<file path="src/include/ofd_pkg.sv">
/*
  constants, field layouts and state codes of the operand field decoder.
  assumes a 32-bit apb register bus and a byte-wide opcode stream.
*/
package ofd_pkg;
  // ----------------------------------------------------------------
  // register map (byte addresses)
  // ----------------------------------------------------------------
  localparam logic [7:0] ADDR_CTRL      = 8'h00;
  localparam logic [7:0] ADDR_BASE_SRC  = 8'h04;
  localparam logic [7:0] ADDR_FRAME_DST = 8'h08;
  localparam logic [7:0] ADDR_COUNT     = 8'h0c;
  localparam logic [7:0] ADDR_FLAGS     = 8'h10;
  localparam logic [7:0] ADDR_STATUS    = 8'h14;
  localparam logic [7:0] ADDR_LOC       = 8'h18;
  localparam logic [7:0] ADDR_OPER      = 8'h1c;

  // control bits
  localparam int CTRL_IMM    = 0;
  localparam int CTRL_SEXT   = 1;
  localparam int CTRL_SHIFT  = 2;
  localparam int CTRL_STRING = 3;
  localparam int CTRL_SEGMOV = 4;
  localparam logic [4:0] CTRL_RESET = 5'h00;

  // processor_flag_word layout
  localparam int FLG_CARRY = 0;
  localparam int FLG_PAR   = 2;
  localparam int FLG_AUX   = 4;
  localparam int FLG_ZERO  = 6;
  localparam int FLG_SIGN  = 7;
  localparam int FLG_TRAP  = 8;
  localparam int FLG_INTEN = 9;
  localparam int FLG_DIR   = 10;
  localparam int FLG_OVF   = 11;
  localparam logic [15:0] FLAGS_MASK  = 16'h0fd5;
  localparam logic [15:0] FLAGS_RESET = 16'h0000;

  // opcode and addressing byte fields
  localparam int OP_W_BIT = 0;
  localparam int OP_D_BIT = 1;
  localparam int MOD_HI = 7;
  localparam int MOD_LO = 6;
  localparam int REG_HI = 5;
  localparam int REG_LO = 3;
  localparam int RM_HI  = 2;
  localparam int RM_LO  = 0;
  localparam int SEG_HI = 4;
  localparam int SEG_LO = 3;

  localparam logic [1:0] MOD_NODISP = 2'h0;
  localparam logic [1:0] MOD_DISP8  = 2'h1;
  localparam logic [1:0] MOD_DISP16 = 2'h2;
  localparam logic [1:0] MOD_REG    = 2'h3;

  localparam logic [2:0] RM_BX_SI = 3'h0;
  localparam logic [2:0] RM_BX_DI = 3'h1;
  localparam logic [2:0] RM_BP_SI = 3'h2;
  localparam logic [2:0] RM_BP_DI = 3'h3;
  localparam logic [2:0] RM_SI    = 3'h4;
  localparam logic [2:0] RM_DI    = 3'h5;
  localparam logic [2:0] RM_BP    = 3'h6;
  localparam logic [2:0] RM_BX    = 3'h7;

  localparam logic [1:0] SEG_EXTRA = 2'h0;
  localparam logic [1:0] SEG_CODE  = 2'h1;
  localparam logic [1:0] SEG_STACK = 2'h2;
  localparam logic [1:0] SEG_DATA  = 2'h3;

  // prefix byte patterns
  localparam logic [7:0] SEG_PFX_MASK = 8'he7;
  localparam logic [7:0] SEG_PFX_VAL  = 8'h26;
  localparam logic [7:0] REP_PFX_MASK = 8'hfe;
  localparam logic [7:0] REP_PFX_VAL  = 8'hf2;

  localparam logic [1:0] LANE_LOW  = 2'h1;
  localparam logic [1:0] LANE_HIGH = 2'h2;
  localparam logic [1:0] LANE_WORD = 2'h3;
  localparam logic [7:0] SHIFT_ONE = 8'h01;

  typedef enum logic [6:0] {
    ST_IDLE    = 7'b0000001,
    ST_MODRM   = 7'b0000010,
    ST_DISP_LO = 7'b0000100,
    ST_DISP_HI = 7'b0001000,
    ST_IMM_LO  = 7'b0010000,
    ST_IMM_HI  = 7'b0100000,
    ST_DONE    = 7'b1000000
  } ofd_state_t;
endpackage : ofd_pkg

</file>
<file path="src/hdl/ofd_reg_sel.sv">
/*
  maps a register code and the width bit to a register index and lane.
  assumes the caller supplies stable codes; purely combinational.
*/
`timescale 1ns/1ps
module ofd_reg_sel
  import ofd_pkg::*;
#(
  parameter int CODE_W = 3
) (
  // selection
  input  wire logic [CODE_W-1:0] code,
  input  wire logic              wide,
  // result
  output logic      [CODE_W-1:0] idx,
  output logic      [1:0]        lane
);
  // ----------------------------------------------------------------
  // word codes name all eight, byte codes the halves of the first four
  // ----------------------------------------------------------------
  always_comb begin
    if (wide) begin
      idx  = code;
      lane = LANE_WORD;
    end else begin
      idx  = {1'b0, code[CODE_W-2:0]};
      lane = code[CODE_W-1] ? LANE_HIGH : LANE_LOW;
    end
  end
endmodule : ofd_reg_sel

</file>
<file path="src/hdl/ofd_decoder.sv">
/*
  operand field decoder: walks prefix, opcode, addressing, displacement
  and immediate bytes and resolves operands and the effective location.
  assumes an apb master on the register side and a byte stream with
  valid/ready from the prefetch queue, all on CLK_SYS.
*/
`timescale 1ns/1ps
module ofd_decoder
  import ofd_pkg::*;
(
  // clock and reset
  input  wire logic        CLK_SYS,
  input  wire logic        SRST,
  // apb slave
  input  wire logic        PSEL,
  input  wire logic        PENABLE,
  input  wire logic        PWRITE,
  input  wire logic [7:0]  PADDR,
  input  wire logic [31:0] PWDATA,
  output logic      [31:0] PRDATA,
  output logic             PREADY,
  output logic             PSLVERR,
  // opcode byte stream
  input  wire logic [7:0]  FETCH_BYTE,
  input  wire logic        FETCH_VALID,
  output logic             FETCH_READY,
  // decoded result
  output logic             DEC_DONE,
  output logic             DEC_REJECT,
  output logic [15:0]      EFF_LOC,
  output logic [15:0]      OPERAND,
  output logic [1:0]       SEG_SEL,
  output logic [2:0]       DEST_IDX,
  output logic [1:0]       DEST_LANE,
  output logic             DEST_IS_MEM,
  output logic [2:0]       SRC_IDX,
  output logic [1:0]       SRC_LANE,
  output logic             SRC_IS_MEM
);
  // ----------------------------------------------------------------
  // registers and state
  // ----------------------------------------------------------------
  ofd_state_t  st_q, st_d;
  logic [4:0]  ctrl_q;
  logic [15:0] bx_q, si_q, bp_q, di_q, cx_q, flags_q;
  logic [7:0]  op_q, modrm_q;
  logic [15:0] disp_q, imm_q;
  logic        seg_ovr_q, rep_q, rep_z_q;
  logic [1:0]  seg_pfx_q;
  logic [31:0] prdata_q;
  logic        done_q, reject_q, rep_end_q;
  logic [15:0] loc_q, oper_q;
  logic [7:0]  shift_q;
  logic [1:0]  seg_out_q;
  logic [2:0]  dest_idx_q, src_idx_q;
  logic [1:0]  dest_lane_q, src_lane_q;
  logic        dest_mem_q, src_mem_q;

  logic        take, wr_en, rd_setup, addr_ok;
  logic        w_bit, s_bit, d_eff, is_mem, is_direct;
  logic        is_seg_pfx, is_rep_pfx, zf, cf, sf, of_bit;
  logic        below, above, less, greater;
  logic [1:0]  mod_f;
  logic [2:0]  reg_f, rm_f, reg_idx, rm_idx;
  logic [1:0]  reg_lane, rm_lane;
  logic [15:0] base_sum, loc_d;
  logic [7:0]  shift_d;
  ofd_state_t  after_disp;

  assign take        = FETCH_VALID & FETCH_READY;
  assign FETCH_READY = (st_q != ST_DONE);
  assign mod_f = modrm_q[MOD_HI:MOD_LO];
  assign reg_f = modrm_q[REG_HI:REG_LO];
  assign rm_f  = modrm_q[RM_HI:RM_LO];
  assign w_bit = op_q[OP_W_BIT];
  assign s_bit = ctrl_q[CTRL_SEXT] & op_q[OP_D_BIT];
  // sign-extend forms have no direction bit: register is the source
  assign d_eff = ~ctrl_q[CTRL_SEXT] & op_q[OP_D_BIT];
  assign is_mem    = ~ctrl_q[CTRL_STRING] & (mod_f != MOD_REG);
  assign is_direct = (mod_f == MOD_NODISP) && (rm_f == RM_BP);
  assign is_seg_pfx = (FETCH_BYTE & SEG_PFX_MASK) == SEG_PFX_VAL;
  assign is_rep_pfx = (FETCH_BYTE & REP_PFX_MASK) == REP_PFX_VAL;

  // ----------------------------------------------------------------
  // register selection for both fields
  // ----------------------------------------------------------------
  ofd_reg_sel #(.CODE_W(3)) u_reg_sel (
    .code (reg_f),
    .wide (w_bit),
    .idx  (reg_idx),
    .lane (reg_lane)
  );
  ofd_reg_sel #(.CODE_W(3)) u_rm_sel (
    .code (rm_f),
    .wide (w_bit),
    .idx  (rm_idx),
    .lane (rm_lane)
  );

  // ----------------------------------------------------------------
  // byte sequencing
  // ----------------------------------------------------------------
  always_comb begin
    after_disp = ctrl_q[CTRL_IMM] ? ST_IMM_LO : ST_DONE;
    st_d = st_q;
    unique case (st_q)
      ST_IDLE: begin
        if (take && !is_seg_pfx && !is_rep_pfx) begin
          st_d = ctrl_q[CTRL_STRING] ? ST_DONE : ST_MODRM;
        end
      end
      ST_MODRM: begin
        if (take) begin
          if (FETCH_BYTE[MOD_HI:MOD_LO] == MOD_REG) begin
            st_d = after_disp;
          end else if (FETCH_BYTE[MOD_HI:MOD_LO] == MOD_NODISP &&
                       FETCH_BYTE[RM_HI:RM_LO] != RM_BP) begin
            st_d = after_disp;
          end else begin
            st_d = ST_DISP_LO;
          end
        end
      end
      ST_DISP_LO: begin
        if (take) begin
          st_d = (mod_f == MOD_DISP8) ? after_disp : ST_DISP_HI;
        end
      end
      ST_DISP_HI: begin
        if (take) begin
          st_d = after_disp;
        end
      end
      ST_IMM_LO: begin
        if (take) begin
          st_d = (w_bit && !s_bit) ? ST_IMM_HI : ST_DONE;
        end
      end
      ST_IMM_HI: begin
        if (take) begin
          st_d = ST_DONE;
        end
      end
      ST_DONE: begin
        st_d = ST_IDLE;
      end
    endcase
  end

  always_ff @(posedge CLK_SYS) begin
    if (SRST) begin
      st_q <= ST_IDLE;
    end else begin
      st_q <= st_d;
    end
  end

  // ----------------------------------------------------------------
  // instruction byte capture
  // ----------------------------------------------------------------
  always_ff @(posedge CLK_SYS) begin
    if (SRST) begin
      op_q    <= 8'h00;
      modrm_q <= 8'h00;
      disp_q  <= 16'h0000;
      imm_q   <= 16'h0000;
    end else if (take) begin
      unique case (st_q)
        ST_IDLE: begin
          if (!is_seg_pfx && !is_rep_pfx) begin
            op_q    <= FETCH_BYTE;
            modrm_q <= 8'h00;
            disp_q  <= 16'h0000;
            imm_q   <= 16'h0000;
          end
        end
        ST_MODRM:   modrm_q <= FETCH_BYTE;
        ST_DISP_LO: disp_q  <= {{8{FETCH_BYTE[7]}}, FETCH_BYTE};
        ST_DISP_HI: disp_q[15:8] <= FETCH_BYTE;
        ST_IMM_LO: begin
          if (s_bit) begin
            imm_q <= {{8{FETCH_BYTE[7]}}, FETCH_BYTE};
          end else begin
            imm_q <= {8'h00, FETCH_BYTE};
          end
        end
        ST_IMM_HI:  imm_q[15:8] <= FETCH_BYTE;
        default: ;
      endcase
    end
  end

  // ----------------------------------------------------------------
  // prefixes, cleared once their instruction completes
  // ----------------------------------------------------------------
  always_ff @(posedge CLK_SYS) begin
    if (SRST) begin
      seg_ovr_q <= 1'b0;
      seg_pfx_q <= SEG_DATA;
      rep_q     <= 1'b0;
      rep_z_q   <= 1'b0;
    end else if (st_q == ST_DONE) begin
      seg_ovr_q <= 1'b0;
      rep_q     <= 1'b0;
    end else if (take && st_q == ST_IDLE) begin
      if (is_seg_pfx) begin
        seg_ovr_q <= 1'b1;
        seg_pfx_q <= FETCH_BYTE[SEG_HI:SEG_LO];
      end
      if (is_rep_pfx) begin
        rep_q   <= 1'b1;
        rep_z_q <= FETCH_BYTE[0];
      end
    end
  end

  // ----------------------------------------------------------------
  // effective location, shift count and conditions
  // ----------------------------------------------------------------
  always_comb begin
    unique case (rm_f)
      RM_BX_SI: base_sum = 16'(bx_q + si_q);
      RM_BX_DI: base_sum = 16'(bx_q + di_q);
      RM_BP_SI: base_sum = 16'(bp_q + si_q);
      RM_BP_DI: base_sum = 16'(bp_q + di_q);
      RM_SI:    base_sum = si_q;
      RM_DI:    base_sum = di_q;
      RM_BP:    base_sum = is_direct ? 16'h0000 : bp_q;
      RM_BX:    base_sum = bx_q;
    endcase
    // wraps within the 64 KiB segment on purpose
    loc_d = 16'(base_sum + disp_q);
  end

  assign shift_d = op_q[OP_D_BIT] ? cx_q[7:0] : SHIFT_ONE;
  assign zf      = flags_q[FLG_ZERO];
  assign cf      = flags_q[FLG_CARRY];
  assign sf      = flags_q[FLG_SIGN];
  assign of_bit  = flags_q[FLG_OVF];
  assign below   = cf;
  assign above   = ~cf & ~zf;
  assign less    = sf ^ of_bit;
  assign greater = ~zf & ~(sf ^ of_bit);

  // ----------------------------------------------------------------
  // result registers, loaded in the done cycle
  // ----------------------------------------------------------------
  always_ff @(posedge CLK_SYS) begin
    if (SRST) begin
      done_q      <= 1'b0;
      reject_q    <= 1'b0;
      rep_end_q   <= 1'b0;
      loc_q       <= 16'h0000;
      oper_q      <= 16'h0000;
      shift_q     <= 8'h00;
      seg_out_q   <= SEG_DATA;
      dest_idx_q  <= 3'h0;
      dest_lane_q <= LANE_WORD;
      dest_mem_q  <= 1'b0;
      src_idx_q   <= 3'h0;
      src_lane_q  <= LANE_WORD;
      src_mem_q   <= 1'b0;
    end else begin
      done_q <= (st_q == ST_DONE);
      if (st_q == ST_DONE) begin
        loc_q     <= loc_d;
        oper_q    <= imm_q;
        shift_q   <= ctrl_q[CTRL_SHIFT] ? shift_d : 8'h00;
        seg_out_q <= seg_ovr_q ? seg_pfx_q : SEG_DATA;
        // repetition ends once the zero flag differs from the prefix bit
        rep_end_q <= rep_q & ctrl_q[CTRL_STRING] & (zf != rep_z_q);
        reject_q  <= ctrl_q[CTRL_SEGMOV] & d_eff &
                     (reg_f[SEG_HI-SEG_LO:0] == SEG_CODE);
        if (d_eff) begin
          dest_idx_q  <= reg_idx;
          dest_lane_q <= reg_lane;
          dest_mem_q  <= 1'b0;
          src_idx_q   <= rm_idx;
          src_lane_q  <= rm_lane;
          src_mem_q   <= is_mem;
        end else begin
          dest_idx_q  <= rm_idx;
          dest_lane_q <= rm_lane;
          dest_mem_q  <= is_mem;
          src_idx_q   <= reg_idx;
          src_lane_q  <= reg_lane;
          src_mem_q   <= 1'b0;
        end
      end
    end
  end

  assign DEC_DONE    = done_q;
  assign DEC_REJECT  = reject_q;
  assign EFF_LOC     = loc_q;
  assign OPERAND     = oper_q;
  assign SEG_SEL     = seg_out_q;
  assign DEST_IDX    = dest_idx_q;
  assign DEST_LANE   = dest_lane_q;
  assign DEST_IS_MEM = dest_mem_q;
  assign SRC_IDX     = src_idx_q;
  assign SRC_LANE    = src_lane_q;
  assign SRC_IS_MEM  = src_mem_q;

  // ----------------------------------------------------------------
  // apb slave: zero wait states, error on unmapped address
  // ----------------------------------------------------------------
  assign addr_ok  = (PADDR[1:0] == 2'h0) && (PADDR <= ADDR_OPER);
  assign wr_en    = PSEL & PENABLE & PWRITE & addr_ok;
  assign rd_setup = PSEL & ~PENABLE;
  assign PREADY   = 1'b1;
  assign PSLVERR  = PSEL & PENABLE & ~addr_ok;
  assign PRDATA   = prdata_q;

  always_ff @(posedge CLK_SYS) begin
    if (SRST) begin
      ctrl_q  <= CTRL_RESET;
      bx_q    <= 16'h0000;
      si_q    <= 16'h0000;
      bp_q    <= 16'h0000;
      di_q    <= 16'h0000;
      cx_q    <= 16'h0000;
      flags_q <= FLAGS_RESET;
    end else if (wr_en) begin
      unique case (PADDR)
        ADDR_CTRL:      ctrl_q <= PWDATA[4:0];
        ADDR_BASE_SRC:  {si_q, bx_q} <= PWDATA;
        ADDR_FRAME_DST: {di_q, bp_q} <= PWDATA;
        ADDR_COUNT:     cx_q <= PWDATA[15:0];
        ADDR_FLAGS:     flags_q <= PWDATA[15:0] & FLAGS_MASK;
        default: ;
      endcase
    end
  end

  always_ff @(posedge CLK_SYS) begin
    if (SRST) begin
      prdata_q <= 32'h0000_0000;
    end else if (rd_setup) begin
      unique case (PADDR)
        ADDR_CTRL:      prdata_q <= {27'h0, ctrl_q};
        ADDR_BASE_SRC:  prdata_q <= {si_q, bx_q};
        ADDR_FRAME_DST: prdata_q <= {di_q, bp_q};
        ADDR_COUNT:     prdata_q <= {16'h0000, cx_q};
        ADDR_FLAGS:     prdata_q <= {16'h0000, flags_q};
        ADDR_STATUS:    prdata_q <= {16'h0000, rep_end_q, greater, less,
                                     above, below, reject_q, seg_out_q,
                                     shift_q};
        ADDR_LOC:       prdata_q <= {disp_q, loc_q};
        ADDR_OPER:      prdata_q <= {16'h0000, oper_q};
        default:        prdata_q <= 32'h0000_0000;
      endcase
    end
  end
endmodule : ofd_decoder

</file>
<file path="config.mk">
export PLATFORM = sky130hd
export DESIGN_NAME = ofd_decoder
export DESIGN_NICKNAME = d
export VERILOG_FILES = /design/src/include/ofd_pkg.sv /design/src/hdl/ofd_reg_sel.sv /design/src/hdl/ofd_decoder.sv
export SDC_FILE = /design/constraint.sdc
export NUM_CORES = 1
export LEC_CHECK = 0
export BUFFER_PORTS_ARGS = -buffer_cell sky130_fd_sc_hd__buf_2
export CAP_MARGIN = 20
export CORE_UTILIZATION = 54
export DETAILED_ROUTE_END_ITERATION = 6
export GPL_ROUTABILITY_DRIVEN = 0
export GPL_TIMING_DRIVEN = 0
export PLACE_DENSITY = 0.81
export SYNTH_ARGS = -nofsm -noshare
export SYNTH_HDL_FRONTEND = slang
export SYNTH_SLANG_ARGS = --single-unit
</file>
<file path="constraint.sdc">
create_clock -name CLK_SYS -period 5 [get_ports CLK_SYS]
set_input_delay 0.25 -clock CLK_SYS [delete_from_list [all_inputs] [get_ports CLK_SYS]]
set_output_delay 0.25 -clock CLK_SYS [all_outputs]
set_load 0.03 [all_outputs]
</file>
==> results.json <==
{
  "final_cell_mix": "nand2_1, dfxtp_1, a21oi_1, buf_2, nor2_1",
  "fp.dieW_microns": 155,
  "post_dp_cell_area_sq_um": 13800,
  "whs_endpoint": "cx_q[2]",
  "crit_required_ns": 5.41,
  "cts.sinks": 237,
  "port_buffers": 130,
  "fillCellCount": 1926,
  "cp_top_family": "compound AO/OA/AOI/OAI gates",
  "synthFlopType": "dfxtp_1",
  "syn2layout_area_growth_pct": 20.9,
  "final_common_cell": "nand2_1",
  "final_core_util_pct": 67.2,
  "path_clk_slew_ns": 0.07,
  "coreArea_sq_um": 22800,
  "drt_pass1_iterations": 7,
  "pwr_density_cell_nw_per_um2": 283,
  "grt_pass1_vias": 13033,
  "slew_viol_final": 0,
  "crit_buf_inv": 1,
  "ys_seq_area_share_pct": 37.4,
  "hold_depth": 3,
  "antenna_found_initial": 1,
  "min_from": "PWDATA[2]",
  "netlist_area_sq_um": 12700,
  "hold_path_class": "input port to register",
  "status": "finished with violations",
  "dieArea_sq_um": 24100,
  "routedWlPerCell_microns": 22.7,
  "pin_count": 137,
  "row_count": 55,
  "synth_seq_cells": 237,
  "drc": 46,
  "totalWireLength_mm": 48.9,
  "path_cells": "buf_8, nor2_4, and2_4, mux2_4, ha_4, fa_2, a21o_1, a21oi_2, nor2b_2, or2_4, a31oi_4, o21a_1, xor2_1, a21oi_1, a31o_2, ha_4, a21oi_2, nor3b_2, o211ai_1, a31o_2, a21oi_2, xnor2_1, xnor2_1, a211oi_1",
  "slowest_delay_ns": 0.36,
  "crit_path_max_fanout": 4,
  "yosysWarnings": 0,
  "nNetsFinal": 1926,
  "synth-edff-count": 0,
  "initial_core_util_pct": 55.6,
  "fin_cells": 2155,
  "clk-insertion-delay-late_ns": 0.56,
  "hold_violations": 0,
  "final_cell_area_sq_um": 15300,
  "finalCritPeriodShare_pct": 99.7,
  "postRouteAntennaNets": 0,
  "syn_nets": 1724,
  "gr-total-overflow": 0,
  "startpoint_type": "register",
  "dp.cells": 2061,
  "dp_worst_setup_slack_ns": -0.715,
  "setup_ws_ns": 0.0143,
  "num_vias": 14222,
  "dp_hpwl_mm": 35.6,
  "reg2reg_slack_ns": 0.01,
  "cts-htree-levels": 1,
  "worst_pin_slew_ns": 1.13,
  "async_flop_share_pct": 0,
  "drive_gt1_share_pct": 16.2,
  "netlist_instances": 1618,
  "setup_viol": 0,
  "reg2reg_from": "modrm_q[1]",
  "cts-buffers-inserted": 26,
  "irDropWorstVdd_mv": 0.270,
  "slew_headroom_pct": 24.3,
  "skew_ns": 0.0183,
  "grt_max_degree": 15,
  "arrival_ns": 5.39,
  "path_class": "register to register",
  "violations": "design-rule violations",
  "cts_root_buf": "clkbuf_16",
  "cts_tree": "built",
  "r2r_cells": 24,
  "crit_path_frequent_cell": "a21oi_2",
  "first_iter_violations": 2074,
  "period_needed_ns": 4.99,
  "via_per_inst": 6.60,
  "slowest_stage": "dfxtp_4",
  "die_y_microns": 155,
  "syn_area_per_cell_sq_um": 7.85,
  "max_cap_viol_count": 0,
  "track_usage_pct": 39.9,
  "total_power_mw": 4.35,
  "cp-end-kind": "register",
  "synth_cell_types": 74,
  "r2r-end": "EFF_LOC[15]",
  "max_freq_mhz": 201,
  "leakage_nw": 5.84,
  "grt_pass1_wl_mm": 73.5,
  "cts_max_path_buffers": 3
}
-- worst reg2reg max path: cells and delay by family (launching register included) --
family                   cells  cell delay (ns)
AO/OA/AOI/OAI               11             1.91
XOR/XNOR                     3             0.55
AND/OR/NAND/NOR              5             0.78
buffers and inverters        1             0.12
adder cells (fa/ha/maj)      3             0.79
multiplexers                 1             0.32
flip-flops                   1             0.36
-- registers in the layout (all words and copies together), names as in the netlist, 3 cells and up --
signal and cells:
PRDATA 32, EFF_LOC 16, OPERAND 16, bp_q 16, bx_q 16, cx_q 16
di_q 16, disp_q 16, imm_q 16, si_q 16, flags_q 9, modrm_q 8
shift_q 8, st_q 7, ctrl_q 5, DEST_IDX 3, SRC_IDX 3
-- how the worst max path moves through the flow --
stage / end / from / cells after the start / slack [ns]
6_report: EFF_LOC[15] / modrm_q[1] / 24 / 0.01
4_1_cts: EFF_LOC[13] / modrm_q[1] / 27 / 0.02
5_1_grt: EFF_LOC[13] / modrm_q[1] / 26 / -0.11
3_3_place_gp: EFF_LOC[15] / modrm_q[2] / 21 / -0.71
2_1_floorplan: EFF_LOC[15] / modrm_q[1] / 25 / 0.02
3_5_place_dp: EFF_LOC[15] / modrm_q[2] / 21 / -0.71
-- layout make-up --
cell class              count  area [sq um]  area share (%)
multi-input cells        1238          7630            49.7
inverters                  25          93.8           0.611
plain buffers             117           488            3.18
well taps                 313           392            2.55
repair buffers            175          1060            6.88
diodes                      2          5.00          0.0326
clock buffers              35           754            4.92
clock inverters            13           180            1.17
flip-flops and latches    237          4750            31.0
-- power by group --
part	internal [mW]	total, mW	leakage, nW	switching (mW)
Sequential	1.91	1.94	1.92	0.0259
Clock	1.22	2.06	0.451	0.840
Combinational	0.111	0.344	3.47	0.233
-- cells by family after synthesis --
family | Yosys count | synth area share, %
muxes | 45 | 3.87
AOI/OAI and AO/OA | 488 | 25.0
other | 1 | 0.0295
buffers and inverters | 143 | 4.40
and+or+nand+nor | 617 | 21.6
DFF | 237 | 37.4
xor gates and xnor gates | 35 | 2.41
adders and majority gates | 52 | 5.30
-- timing repair --
| action | in CTS | in global routing |
|---|---|---|
| pin swaps | 9 | 22 |
| hold endpoints to repair | 64 | 0 |
| resized for setup | 28 | 37 |
| setup buffers | 9 | 9 |
| hold buffers | 27 | 0 |
| setup endpoints to repair | 6 | 6 |
-- cells in the mapped netlist, types with 22 or more instances --
cell type  instances  area share (%)
ha_1              49             4.8
nand2_1          330             9.8
a221oi_1          31             2.1
dfxtp_1          237              37
a22o_1            24             1.7
a311oi_1          27             1.9
a22oi_1           35             2.1
a21oi_1          234             9.2
nand3_1           54             2.1
inv_1             25            0.74
clkbuf_1          95             2.8
xnor2_1           22             1.5
nor2_1           108             3.2
o21ai_0           27             1.1
mux2_2            33             2.9
-- through the flow --
step	setup TNS, ns	hold slack, ns
6_report	0	0.00745
3_5_place_dp	-2.10	0.445
2_1_floorplan	0	0.368
3_3_place_gp	-1.72	0.438
5_1_grt	-0.320	0.0143
4_1_cts	0	0.000172
-- metal layers --
metal / GRT usage [%] / share of wire, %
met2: 59.1 / 41
met4: 28.4 / 8.7
met5: 0 / 0.023
met1: 50.5 / 37
met3: 10.2 / 13
(Power assumes the default switching activity.)
